==> src/shared/lmaid_pkg.sv <==
// Purpose: Constants and types shared by the limit alert and identification block.
// Assumes: 16-bit registers reached through a register access port with one 8-bit address per register.
// Notes: Identification values are parameters of the top module.

package lmaid_pkg;

    localparam int unsigned DATA_W = 16;
    localparam int unsigned ADDR_W = 8;

    localparam logic [7:0] OFF_ALERT_SEL = 8'h06;
    localparam logic [7:0] OFF_LIMIT = 8'h07;
    localparam logic [7:0] OFF_MAKER = 8'hfe;
    localparam logic [7:0] OFF_DIE = 8'hff;

    localparam int unsigned BIT_SHUNT_OVER = 15;
    localparam int unsigned BIT_SHUNT_UNDER = 14;
    localparam int unsigned BIT_BUS_OVER = 13;
    localparam int unsigned BIT_BUS_UNDER = 12;
    localparam int unsigned BIT_POWER_OVER = 11;
    localparam int unsigned BIT_CONV_ALERT = 10;
    localparam int unsigned BIT_LIMIT_FLAG = 4;
    localparam int unsigned BIT_CONV_FLAG = 3;
    localparam int unsigned BIT_OVF_FLAG = 2;
    localparam int unsigned BIT_POLARITY = 1;
    localparam int unsigned BIT_LATCH = 0;

    // Host-writable bits of the selection register; flags are read-only.
    localparam logic [15:0] ALERT_SEL_WMASK = 16'hfc03;
    localparam logic [15:0] ALERT_SEL_RESET = 16'h0000;
    localparam logic [15:0] LIMIT_RESET = 16'h0000;

    localparam int unsigned DIE_CODE_LSB = 4;
    localparam int unsigned DIE_REV_W = 4;

    typedef enum logic [2:0] {
        LMAID_FN_NONE,
        LMAID_FN_SHUNT_OVER,
        LMAID_FN_SHUNT_UNDER,
        LMAID_FN_BUS_OVER,
        LMAID_FN_BUS_UNDER,
        LMAID_FN_POWER_OVER
    } lmaid_fn_t;

    // Highest enabled function wins.
    function automatic lmaid_fn_t lmaid_pick_fn(input logic [15:0] sel);
        if (sel[BIT_SHUNT_OVER]) begin
            return LMAID_FN_SHUNT_OVER;
        end else if (sel[BIT_SHUNT_UNDER]) begin
            return LMAID_FN_SHUNT_UNDER;
        end else if (sel[BIT_BUS_OVER]) begin
            return LMAID_FN_BUS_OVER;
        end else if (sel[BIT_BUS_UNDER]) begin
            return LMAID_FN_BUS_UNDER;
        end else if (sel[BIT_POWER_OVER]) begin
            return LMAID_FN_POWER_OVER;
        end
        return LMAID_FN_NONE;
    endfunction

endpackage

==> src/shared/lmaid_cmp_if.sv <==
// Purpose: Carries the selected function, results and limit to the comparator.
// Assumes: Purely combinational traffic within one clock domain.
// Notes: The hit flag and the shunt-function flag come back on the same interface.
`timescale 1ns/100ps
`default_nettype none

interface lmaid_cmp_if;
    import lmaid_pkg::*;
    lmaid_fn_t fn;
    logic [DATA_W-1:0] shunt_val;
    logic [DATA_W-1:0] bus_val;
    logic [DATA_W-1:0] power_val;
    logic [DATA_W-1:0] limit_val;
    logic limit_hit;
    logic is_shunt_fn;

    modport ctrl (output fn, output shunt_val, output bus_val, output power_val,
        output limit_val, input limit_hit, input is_shunt_fn);
    modport cmp (input fn, input shunt_val, input bus_val, input power_val,
        input limit_val, output limit_hit, output is_shunt_fn);
endinterface

`default_nettype wire

==> src/core/lmaid_limit_cmp.sv <==
// Purpose: Compares the selected result against the alert limit.
// Assumes: Inputs are stable when the caller samples the result.
// Notes: Combinational; the caller registers the outcome.
`timescale 1ns/100ps
`default_nettype none

module lmaid_limit_cmp (
    lmaid_cmp_if.cmp cmp_bus
);
    import lmaid_pkg::*;

    always_comb begin
        cmp_bus.limit_hit = 1'b0;
        cmp_bus.is_shunt_fn = 1'b0;
        unique case (cmp_bus.fn)
            LMAID_FN_SHUNT_OVER: begin
                // Shunt readings are two's complement, so compare signed.
                cmp_bus.limit_hit = $signed(cmp_bus.shunt_val) > $signed(cmp_bus.limit_val);
                cmp_bus.is_shunt_fn = 1'b1;
            end
            LMAID_FN_SHUNT_UNDER: begin
                cmp_bus.limit_hit = $signed(cmp_bus.shunt_val) < $signed(cmp_bus.limit_val);
                cmp_bus.is_shunt_fn = 1'b1;
            end
            LMAID_FN_BUS_OVER: begin
                cmp_bus.limit_hit = cmp_bus.bus_val > cmp_bus.limit_val;
            end
            LMAID_FN_BUS_UNDER: begin
                cmp_bus.limit_hit = cmp_bus.bus_val < cmp_bus.limit_val;
            end
            LMAID_FN_POWER_OVER: begin
                cmp_bus.limit_hit = cmp_bus.power_val > cmp_bus.limit_val;
            end
            LMAID_FN_NONE: begin
                cmp_bus.limit_hit = 1'b0;
            end
            default: begin
                cmp_bus.limit_hit = 1'b0;
            end
        endcase
    end

endmodule // lmaid_limit_cmp

`default_nettype wire

==> src/core/lmaid_top.sv <==
// Purpose: Alert selection, flags, limit register and identification registers.
// Assumes: Measurement engine supplies results with a one-cycle end-of-cycle strobe.
// Notes: The alert pin is open collector; the pin output value is always low.
`timescale 1ns/100ps
`default_nettype none

module lmaid_top #(
    // Arbitrary neutral identification values.
    parameter logic [15:0] MAKER_CODE = 16'h0a5a,
    parameter logic [11:0] DIE_CODE = 12'h123,
    parameter logic [3:0] DIE_REV = 4'h1
) (
    input wire logic sys_clk,
    input wire logic arst_n,
    // Register access port.
    input wire logic [lmaid_pkg::ADDR_W-1:0] reg_addr,
    input wire logic reg_wr,
    input wire logic reg_rd,
    input wire logic [lmaid_pkg::DATA_W-1:0] reg_wdata,
    output logic [lmaid_pkg::DATA_W-1:0] reg_rdata,
    output logic reg_rvalid,
    // Measurement engine side.
    input wire logic cycle_done,
    input wire logic cycle_had_shunt,
    input wire logic cycle_had_bus,
    input wire logic cycle_math_ovf,
    input wire logic [lmaid_pkg::DATA_W-1:0] shunt_result,
    input wire logic [lmaid_pkg::DATA_W-1:0] bus_result,
    input wire logic [lmaid_pkg::DATA_W-1:0] power_result,
    input wire logic cfg_write,
    input wire logic cfg_write_powerdown,
    // Open-collector alert pin.
    output logic alert_pin_out,
    output logic alert_pin_oe,
    output logic alert_active
);
    import lmaid_pkg::*;

    ////////////////////////////////////////////////////////////////////////////////

    lmaid_cmp_if cmp_bus ();

    lmaid_limit_cmp u_cmp (
        .cmp_bus(cmp_bus)
    );

    logic [15:0] sel_r;
    logic [15:0] sel_nxt;
    logic [15:0] limit_r;
    logic [15:0] limit_nxt;
    logic limit_flag_r;
    logic limit_flag_nxt;
    logic conv_flag_r;
    logic conv_flag_nxt;
    logic ovf_flag_r;
    logic ovf_flag_nxt;
    logic [15:0] rdata_r;
    logic [15:0] rdata_nxt;
    logic rvalid_r;
    logic rvalid_nxt;
    logic oe_r;
    logic oe_nxt;
    logic active_r;
    logic active_nxt;

    logic sel_read;
    logic sel_write;
    logic limit_write;
    logic evaluated;
    logic alert_cond;

    assign sel_read = reg_rd && (reg_addr == OFF_ALERT_SEL);
    assign sel_write = reg_wr && (reg_addr == OFF_ALERT_SEL);
    assign limit_write = reg_wr && (reg_addr == OFF_LIMIT);

    assign cmp_bus.fn = lmaid_pick_fn(sel_r);
    assign cmp_bus.shunt_val = shunt_result;
    assign cmp_bus.bus_val = bus_result;
    assign cmp_bus.power_val = power_result;
    assign cmp_bus.limit_val = limit_r;

    ////////////////////////////////////////////////////////////////////////////////
    // Limit evaluation

    // A function is only judged on a cycle that produced its input; power follows
    // the bus measurement, so it rides on the bus strobe.
    always_comb begin
        evaluated = 1'b0;
        if (cycle_done && cmp_bus.fn != LMAID_FN_NONE) begin
            if (cmp_bus.is_shunt_fn) begin
                evaluated = cycle_had_shunt;
            end else begin
                evaluated = cycle_had_bus;
            end
        end
    end

    assign alert_cond = evaluated && cmp_bus.limit_hit;

    ////////////////////////////////////////////////////////////////////////////////
    // Register writes and flags

    always_comb begin
        sel_nxt = sel_r;
        limit_nxt = limit_r;
        if (sel_write) begin
            sel_nxt = reg_wdata & ALERT_SEL_WMASK;
        end
        if (limit_write) begin
            limit_nxt = reg_wdata;
        end
    end

    always_comb begin
        limit_flag_nxt = limit_flag_r;
        if (sel_r[BIT_LATCH]) begin
            // A hit in the same cycle as the read survives the read.
            if (sel_read) begin
                limit_flag_nxt = 1'b0;
            end
            if (alert_cond) begin
                limit_flag_nxt = 1'b1;
            end
        end else begin
            if (evaluated) begin
                limit_flag_nxt = cmp_bus.limit_hit;
            end
        end
        if (cmp_bus.fn == LMAID_FN_NONE && !sel_r[BIT_LATCH]) begin
            limit_flag_nxt = 1'b0;
        end
    end

    always_comb begin
        conv_flag_nxt = conv_flag_r;
        if (sel_read || (cfg_write && !cfg_write_powerdown)) begin
            conv_flag_nxt = 1'b0;
        end
        if (cycle_done) begin
            conv_flag_nxt = 1'b1;
        end
    end

    always_comb begin
        ovf_flag_nxt = ovf_flag_r;
        if (cycle_done) begin
            ovf_flag_nxt = cycle_math_ovf;
        end
    end

    ////////////////////////////////////////////////////////////////////////////////
    // Register reads

    always_comb begin
        rdata_nxt = rdata_r;
        rvalid_nxt = reg_rd;
        if (reg_rd) begin
            unique case (reg_addr)
                OFF_ALERT_SEL: begin
                    rdata_nxt = sel_r;
                    rdata_nxt[BIT_LIMIT_FLAG] = limit_flag_r;
                    rdata_nxt[BIT_CONV_FLAG] = conv_flag_r;
                    rdata_nxt[BIT_OVF_FLAG] = ovf_flag_r;
                end
                OFF_LIMIT: begin
                    rdata_nxt = limit_r;
                end
                OFF_MAKER: begin
                    rdata_nxt = MAKER_CODE;
                end
                OFF_DIE: begin
                    rdata_nxt = {DIE_CODE, DIE_REV};
                end
                default: begin
                    rdata_nxt = 16'h0000;
                end
            endcase
        end
    end

    ////////////////////////////////////////////////////////////////////////////////
    // Alert pin

    // The pin is built from the next flag values, so it moves at the same edge as the flags.
    always_comb begin
        active_nxt = limit_flag_nxt || (sel_r[BIT_CONV_ALERT] && conv_flag_nxt);
        if (sel_r[BIT_POLARITY]) begin
            oe_nxt = !active_nxt;
        end else begin
            oe_nxt = active_nxt;
        end
    end

    ////////////////////////////////////////////////////////////////////////////////

    always_ff @(posedge sys_clk or negedge arst_n) begin
        if (!arst_n) begin
            sel_r <= ALERT_SEL_RESET;
            limit_r <= LIMIT_RESET;
            limit_flag_r <= 1'b0;
            conv_flag_r <= 1'b0;
            ovf_flag_r <= 1'b0;
            rdata_r <= 16'h0000;
            rvalid_r <= 1'b0;
            oe_r <= 1'b0;
            active_r <= 1'b0;
        end else begin
            sel_r <= sel_nxt;
            limit_r <= limit_nxt;
            limit_flag_r <= limit_flag_nxt;
            conv_flag_r <= conv_flag_nxt;
            ovf_flag_r <= ovf_flag_nxt;
            rdata_r <= rdata_nxt;
            rvalid_r <= rvalid_nxt;
            oe_r <= oe_nxt;
            active_r <= active_nxt;
        end
    end

    assign reg_rdata = rdata_r;
    assign reg_rvalid = rvalid_r;
    assign alert_pin_oe = oe_r;
    assign alert_pin_out = 1'b0;
    assign alert_active = active_r;

endmodule // lmaid_top

`default_nettype wire

==> config.mk <==
export PLATFORM = sky130hd
export DESIGN_NAME = lmaid_top
export DESIGN_NICKNAME = d
export VERILOG_FILES = /design/src/shared/lmaid_pkg.sv /design/src/shared/lmaid_cmp_if.sv /design/src/core/lmaid_limit_cmp.sv /design/src/core/lmaid_top.sv
export SDC_FILE = /design/constraint.sdc
export NUM_CORES = 1
export LEC_CHECK = 0
export BUFFER_PORTS_ARGS = -buffer_cell sky130_fd_sc_hd__buf_4
export CORE_MARGIN = 2
export CORE_UTILIZATION = 50
export DETAILED_ROUTE_END_ITERATION = 16
export PLACE_DENSITY = 0.87
export SLEW_MARGIN = 15
export SYNTH_ARGS = -nofsm -noshare
export SYNTH_HDL_FRONTEND = slang
export SYNTH_SLANG_ARGS = --single-unit
==> constraint.sdc <==
create_clock -name sys_clk -period 2.4 [get_ports sys_clk]
set_clock_uncertainty 0.1 [all_clocks]
set_input_delay 0.12 -clock sys_clk [delete_from_list [all_inputs] [get_ports sys_clk]]
set_output_delay 0.12 -clock sys_clk [all_outputs]
set_load 0.01 [all_outputs]
==> results of run 1 <==
## cell type report
cell class	instances	area (um^2)	area share (%)
well taps	77	96.34	2.087
clock inverters	1	8.758	0.1897
repair buffers	145	1145	24.80
flip-flops and latches	46	1151	24.93
inverters	30	112.6	2.439
clock buffers	7	96.34	2.087
multi-input cells	240	2007	43.47
## cell families (layout without fill, tap and decap cells)
| family | after synthesis | after routing | share of synthesized area, % |
|---|---|---|---|
| simple gates | 90 | 90 | 15.03 |
| compound gates | 66 | 66 | 12.51 |
| fa+ha+maj | 48 | 48 | 18.88 |
| flops | 46 | 46 | 36.19 |
| buf+inv | 41 | 183 | 5.075 |
| mux | 34 | 34 | 11.92 |
| other cells | 1 | 1 | 0.1179 |
| xor+xnor | 1 | 1 | 0.2754 |
## stage by stage
stage               power [uW]  hold WS [ps]
floorplan                 1058        -275.6
global placement          1260         52.50
detailed placement        1284         53.80
CTS                       1843         97.69
global route              1968         133.9
finish                    1879         100.6
## layer usage
layer	global-route usage (%)	up-vias
li1	-	1479
met1	33.46	1463
met2	45.09	114
met3	4.946	17
met4	7.625	0
met5	0	-
## registers in the layout, indices dropped and copies added, names as in the netlist
name and flops:
alert_pin_oe 1, reg_rvalid 1, conv_flag_r 1, sel_r 8, ovf_flag_r 1, cmp_bus.limit_val 16
limit_flag_r 1, reg_rdata 16, alert_active 1
## worst min-delay path by stage
stage	from	end	slack [ps]	depth (start not counted)
6_report	cfg_write	conv_flag_r$_DFF_PN0_	100	3
5_1_grt	cfg_write	conv_flag_r$_DFF_PN0_	130	3
4_1_cts	reg_addr[0]	reg_rdata[12]$_DFFE_PN0P_	100	3
3_5_place_dp	arst_n	reg_rdata[5]$_DFFE_PN0P_	50	1
3_3_place_gp	arst_n	reg_rdata[5]$_DFFE_PN0P_	50	1
2_1_floorplan	arst_n	alert_active$_DFF_PN0_	-280	0
## Yosys cell counts, types with 2 or more instances
cell type  instances
nor4_1             2
a21boi_0           2
ha_1              48
mux2i_1            3
clkbuf_1           7
mux2_2            31
o211ai_1           4
nand4_1           16
a21o_1             2
nor4b_1            3
nor3b_1            2
nand2_1           25
dfrtp_1           46
a31oi_1            9
nor2_1            14
buf_2              3
o21ai_0           11
a21oi_1           28
inv_1             30
nor3_1             2
nand3_1           14
nor2b_1            5
## report_power, final
part / total [uW] / internal, uW / switching, uW
clock network: 531 / 264 / 267
logic: 507 / 275 / 232
registers: 841 / 810 / 31.2
total: 1880 / 1350 / 530
## cell usage in the layout, fill, tap and decap left out, types with 3 or more instances in the layout
cell type / synthesis / layout
a21oi_1: 28 / 26
a31oi_1: 9 / 9
mux2i_1: 3 / 3
buf_4: 1 / 123
nor2b_1: 5 / 4
o211ai_1: 4 / 4
nand2_1: 25 / 25
dfrtp_1: 46 / 46
ha_4: 0 / 4
inv_2: 0 / 9
mux2_2: 31 / 31
dlygate4sd3_1: 0 / 21
nor2_1: 14 / 13
a21oi_2: 1 / 3
nand3_1: 14 / 14
ha_1: 48 / 44
nand4_1: 16 / 16
o21ai_0: 11 / 10
inv_1: 30 / 21
clkbuf_8: 0 / 7
## worst register-to-register path, delay by kind of cell, from the launching register on
| family | cells | cell delay, ps |
|---|---|---|
| buffers and inverters | 1 | 90 |
| and+or+nand+nor | 3 | 360 |
| xor gates and xnor gates | 1 | 130 |
| muxes | 1 | 160 |
| adders and majority gates | 1 | 270 |
| AOI/OAI and AO/OA | 3 | 790 |
| DFF | 1 | 430 |
## timing repair
action,4_1_cts,5_1_grt
endpoints found under the setup margin,2,3
endpoints found under the hold margin,73,0
resized for setup,9,21
pin swaps,6,12
setup buffers,4,7
hold buffers,21,0
==> flow_metrics.py, run 1 <==
metrics = {
    "drt": {
        "avgViaCountPerCell": 5.628,
        "drt_iter0_markers": 139,
        "ant_nets": 0,
        "wl_met1_um": 3664,
        "wl_um": 9143,
        "drtPass1Iterations": 4,
        "wl_per_cell_um": 16.75,
        "dr_wl_met2_um": 4717,
        "vias": 3073,
        "dr_wl_met3_um": 572,
        "topRoutingLayerUsed": "met4",
        "drc": 0,
    },
    "timing": {
        "min_period_over_period_pct": 100.3,
        "rsz0062_at_grt": "yes",
        "slew_headroom_pct": 62.28,
        "fmax_mhz": 415.5,
        "layout_setup_ws_ps": -6.563,
        "worst_slew_pin_slew_ps": 565.8,
        "tns_ps": -6.563,
        "hold_violations": 0,
        "setup_viol": 1,
        "period_needed_ps": 2407,
        "drv_slew": 0,
    },
    "place": {
        "place.gp.congestion": 0.8225,
        "port_buffers": 100,
        "dp.cells": 506,
        "placed_cell_area_um2": 4076,
        "dp_hpwl_um": 6894,
        "pre_cts_slack_ps": -71.71,
    },
    "yosys": {
        "synth_ff_type": "dfrtp_1",
        "ys_async_sr_fraction_pct": 100.0,
        "netlist_area_um2": 3181,
        "yosysTopAreaCell": "dfrtp_1",
        "synth_cells": 327,
        "synth_edf_count": 0,
        "syn-num-nets": 457,
        "yosysUniqueCellTypes": 42,
        "seq_area_frac_synth_pct": 36.19,
        "synth.area.top_cells": "dfrtp_1, ha_1, mux2_2",
        "synth.ff_latch_count": 46,
        "ys_warn_count": 0,
        "syn_area_per_cell_um2": 9.726,
        "synth.top_cell.area_share_pct": 36.19,
    },
    "clock_tree": {
        "cts_tree": "done",
        "numCtsBuffers": 5,
        "ctsLongestPathBuffers": 2,
        "clk_latency_ps": 310,
        "cts_sinks": 46,
        "h-tree-depth": 2,
        "cts_root_buf": "clkbuf_8",
        "clkTransAtPathRegs_ps": 90,
    },
    "grt": {
        "grt_antenna_before_repair": 0,
        "overflow": 0,
        "grt_start_max_net_pins": 47,
        "track_usage_pct": 26.14,
        "grt_pass1_vias": 3161,
        "grt_pass1_wl_um": 14790,
    },
    "worst_setup_path": {
        "cpLargestDelayFamily": "compound AO/OA/AOI/OAI gates",
        "slowest_stage": "a2111oi_4",
        "cp.buffers_inverters": 1,
        "r2r-start": "cmp_bus.limit_val[1]$_DFFE_PN0P_",
        "crit_cells": 10,
        "crit_arrival_ps": 2530,
        "worstSetupEndpointType": "flop",
        "cp.required_ps": 2520,
        "critPathLaunchType": "flop",
        "r2r_slack_ps": -7,
        "cp_cell_sequence": "inv_2 > ha_4 > nor2b_4 > o211ai_1 > a2111oi_4 > nor3_2 > mux2i_1 > nand4_1 > a21oi_2 > xnor2_1",
        "crit_start": "cmp_bus.limit_val[1]$_DFFE_PN0P_",
        "crit_type": "reg2reg",
        "r2r_cells": 10,
        "r2r-end": "alert_pin_oe$_DFF_PN0_",
        "endpoint": "alert_pin_oe$_DFF_PN0_",
        "critical_path.max_fanout": 3,
        "critical_path.max_stage_delay_ps": 450,
    },
    "pwr": {
        "ir_drop_v": 0.0003589,
        "leakagePower_uw": 0.002212,
        "powerDensity_nw_per_um2": 407.0,
    },
    "status": {
        "status": "complete, but fails checks",
        "violations": "setup timing",
    },
    "floorplan": {
        "dieHeight_um": 83.76,
        "core_area_um2": 6241,
        "die_area_um2": 7015,
        "row_count": 29,
        "io_pins": 102,
        "initial_core_util_pct": 50.96,
        "fp.dieW_um": 83.76,
    },
    "layout": {
        "final_core_util_pct": 73.98,
        "fillers": 443,
        "fin_nets": 598,
        "insertedDiodeCount": 0,
        "layoutNonFillerInstCount": 546,
        "syn_to_final_growth_pct": 45.16,
        "design_area_um2": 4617,
        "final_layout_size_suffix_gt1_share_pct": 40.94,
    },
    "hold_path": {
        "holdCritPathClass": "in2reg",
    },
    "flow_run": {
        "maxCapViolCount": 0,
    },
}
Power figures use the tool's default switching activity.
==> inputs of run 2 (changes only) <==
--- a/config.mk
+++ b/config.mk
@@ -10,6 +10,7 @@
 export CORE_UTILIZATION = 50
 export DETAILED_ROUTE_END_ITERATION = 16
 export PLACE_DENSITY = 0.87
+export SETUP_SLACK_MARGIN = 0.15
 export SLEW_MARGIN = 15
 export SYNTH_ARGS = -nofsm -noshare
 export SYNTH_HDL_FRONTEND = slang
==> run 2 against run 1 <==
The run still ends with setup timing left. Cell area rose by 2.1%. Count of clock-buffer cells in the layout did not move. Core utilization rose by 1.6 points. Sequential cell count did not move. Power rose by 0.73%. Die area did not move. Global-route usage rose by 0.46 points. Largest cell class unchanged.
==> flow_metrics.py, run 2 (same netlist as run 1, synthesis figures left out) <==
metrics = {
    "grt": {
        "track_usage_pct": 26.60,
        "overflow": 0,
        "grtUsageMet1_pct": 33.65,
        "grt_start_max_net_pins": 47,
        "grt.met3_usage_pct": 4.847,
        "grt_pass1_wl_um": 15040,
        "grt.busiest_layer": "met2",
        "grt_pass1_vias": 3215,
        "met2_usage_pct": 46.55,
        "grt_antenna_before_repair": 0,
    },
    "pwr": {
        "total_power_uw": 1893,
        "powerDensity_nw_per_um2": 401.5,
        "pwr-share-seq_pct": 44.4,
        "combPwrFrac_pct": 27.7,
        "swShare_pct": 28.19,
        "leakagePower_uw": 0.002250,
        "p_sw_uw": 533.7,
        "p_int_uw": 1359,
        "ir_drop_v": 0.0003579,
        "p_clk_share_pct": 27.9,
    },
    "flow_run": {
        "maxCapViolCount": 0,
    },
    "worst_setup_path": {
        "critPathLaunchType": "flop",
        "worstSetupEndpointType": "flop",
        "r2r_cells": 10,
        "crit_type": "reg2reg",
        "cp_common_cell": "nand4_1",
        "slowest_stage": "dfrtp_1",
        "cp.buffers_inverters": 2,
        "crit_cells": 10,
        "critical_path.max_fanout": 3,
        "crit_start": "cmp_bus.limit_val[10]$_DFFE_PN0P_",
        "cp.required_ps": 2520,
        "cp_cell_sequence": "inv_2 > ha_1 > nand4_1 > buf_6 > o41ai_4 > nor2_1 > mux2i_1 > nand4_1 > a21oi_2 > xnor2_1",
        "crit_arrival_ps": 2530,
        "critical_path.max_stage_delay_ps": 410,
        "cpLargestDelayFamily": "compound AO/OA/AOI/OAI gates",
        "r2r-start": "cmp_bus.limit_val[10]$_DFFE_PN0P_",
    },
    "drt": {
        "drtPass1Iterations": 5,
        "wl_um": 9361,
        "drt_iter0_markers": 173,
        "ant_nets": 0,
        "wl_per_cell_um": 16.96,
        "vias": 3132,
        "avgViaCountPerCell": 5.674,
        "drc": 0,
    },
    "layout": {
        "final_common_cell": "buf_4",
        "fillers": 419,
        "final_layout_size_suffix_gt1_share_pct": 42.32,
        "insertedDiodeCount": 0,
        "mostFrequentLayoutCells": "buf_4, dfrtp_1, ha_1, mux2_2, a21oi_1",
        "syn_to_final_growth_pct": 48.23,
        "fin_nets": 604,
    },
    "floorplan": {
        "core_area_um2": 6241,
        "io_pins": 102,
        "dieHeight_um": 83.76,
        "row_count": 29,
        "fp.dieW_um": 83.76,
        "initial_core_util_pct": 50.96,
        "die_area_um2": 7015,
    },
    "clock_tree": {
        "cts_tree": "done",
        "cts_sinks": 46,
        "h-tree-depth": 2,
        "ctsLongestPathBuffers": 2,
        "clk_latency_ps": 310,
        "cts_root_buf": "clkbuf_8",
        "clkTransAtPathRegs_ps": 90,
        "numCtsBuffers": 5,
    },
    "timing": {
        "rsz0062_at_grt": "yes",
        "layout_setup_ws_ps": -10.19,
        "setup_viol": 1,
        "period_needed_ps": 2410,
        "worst_slew_pin_slew_ps": 574.3,
        "fmax_mhz": 414.9,
        "hold_violations": 0,
        "slew_headroom_pct": 61.71,
        "min_period_over_period_pct": 100.4,
        "drv_slew": 0,
    },
    "place": {
        "port_buffers": 100,
        "dp_hpwl_um": 6894,
        "place.gp.congestion": 0.8225,
        "pre_cts_slack_ps": -71.71,
    },
    "status": {
        "status": "complete, but fails checks",
        "violations": "setup timing",
    },
    "hold_path": {
        "worstHoldStart": "reg_addr[0]",
        "hold_depth": 3,
        "holdCritPathClass": "in2reg",
    },
}
[run 2: layout make-up]
cell class	instances	area [um^2]	share of cell area [%]
inverter	30	112.6	2.389
tap	77	96.34	2.044
multi-input combinational	240	2059	43.68
clock inverter	1	8.758	0.1858
sequential	46	1151	24.42
timing repair buffer	151	1190	25.24
clock buffer	7	96.34	2.044
[run 2: routing by layer]
layer,share of wire [%],up-vias,routed length (um)
met1,40,1474,3749
li1,-,1493,-
met4,1.7,0,162
met2,52,148,4840
met3,6.5,17,607
met5,0,-,0
[run 2: path summary, 6_finish.rpt]
path	end	slack, ps
setup / recovery	alert_pin_oe$_DFF_PN0_	-10
hold / removal	reg_rdata[5]$_DFFE_PN0P_	110
setup reg to reg	alert_pin_oe$_DFF_PN0_	-10
hold reg to reg	reg_rdata[2]$_DFFE_PN0P_	430
max in group asynchronous	cmp_bus.limit_val[5]$_DFFE_PN0P_	1550
min in group asynchronous	reg_rdata[7]$_DFFE_PN0P_	240
[run 2: per-stage QoR]
step | instances | instance area [um^2] | hold WS [ps] | TNS (ps) | util (%)
after global routing | 552 | 4715 | 133.9 | -460.7 | 75.54
final | 552 | 4715 | 109.8 | -10.19 | 75.54
after global placement | 506 | 4076 | 52.50 | 0 | 65.32
after detailed placement | 506 | 4076 | 53.80 | -92.89 | 65.32
after CTS | 545 | 4603 | 97.69 | 0 | 73.76
after floorplan | 327 | 3181 | -275.6 | 0 | -
[run 2: power by group through the flow]
stage	combinational [uW]	sequential [uW]	clock (uW)
3_5_place_dp	430	854	0
3_3_place_gp	408	853	0
6_report	525	840	528
2_1_floorplan	207	850	0
4_1_cts	498	840	532
5_1_grt	580	844	562
[run 2: timing repair]
item                       4_1_cts  5_1_grt
gates resized for setup         25       11
hold buffers                    21        0
setup endpoints to repair        3        3
hold endpoints to repair        73        0
pin swaps                       14       13
setup buffers                   10        7
cloned                           0        0
[run 2: worst min-delay path, stage by stage]
cell	delay [ps]
buf_4	200
nand3_1	80
o21ai_0	80
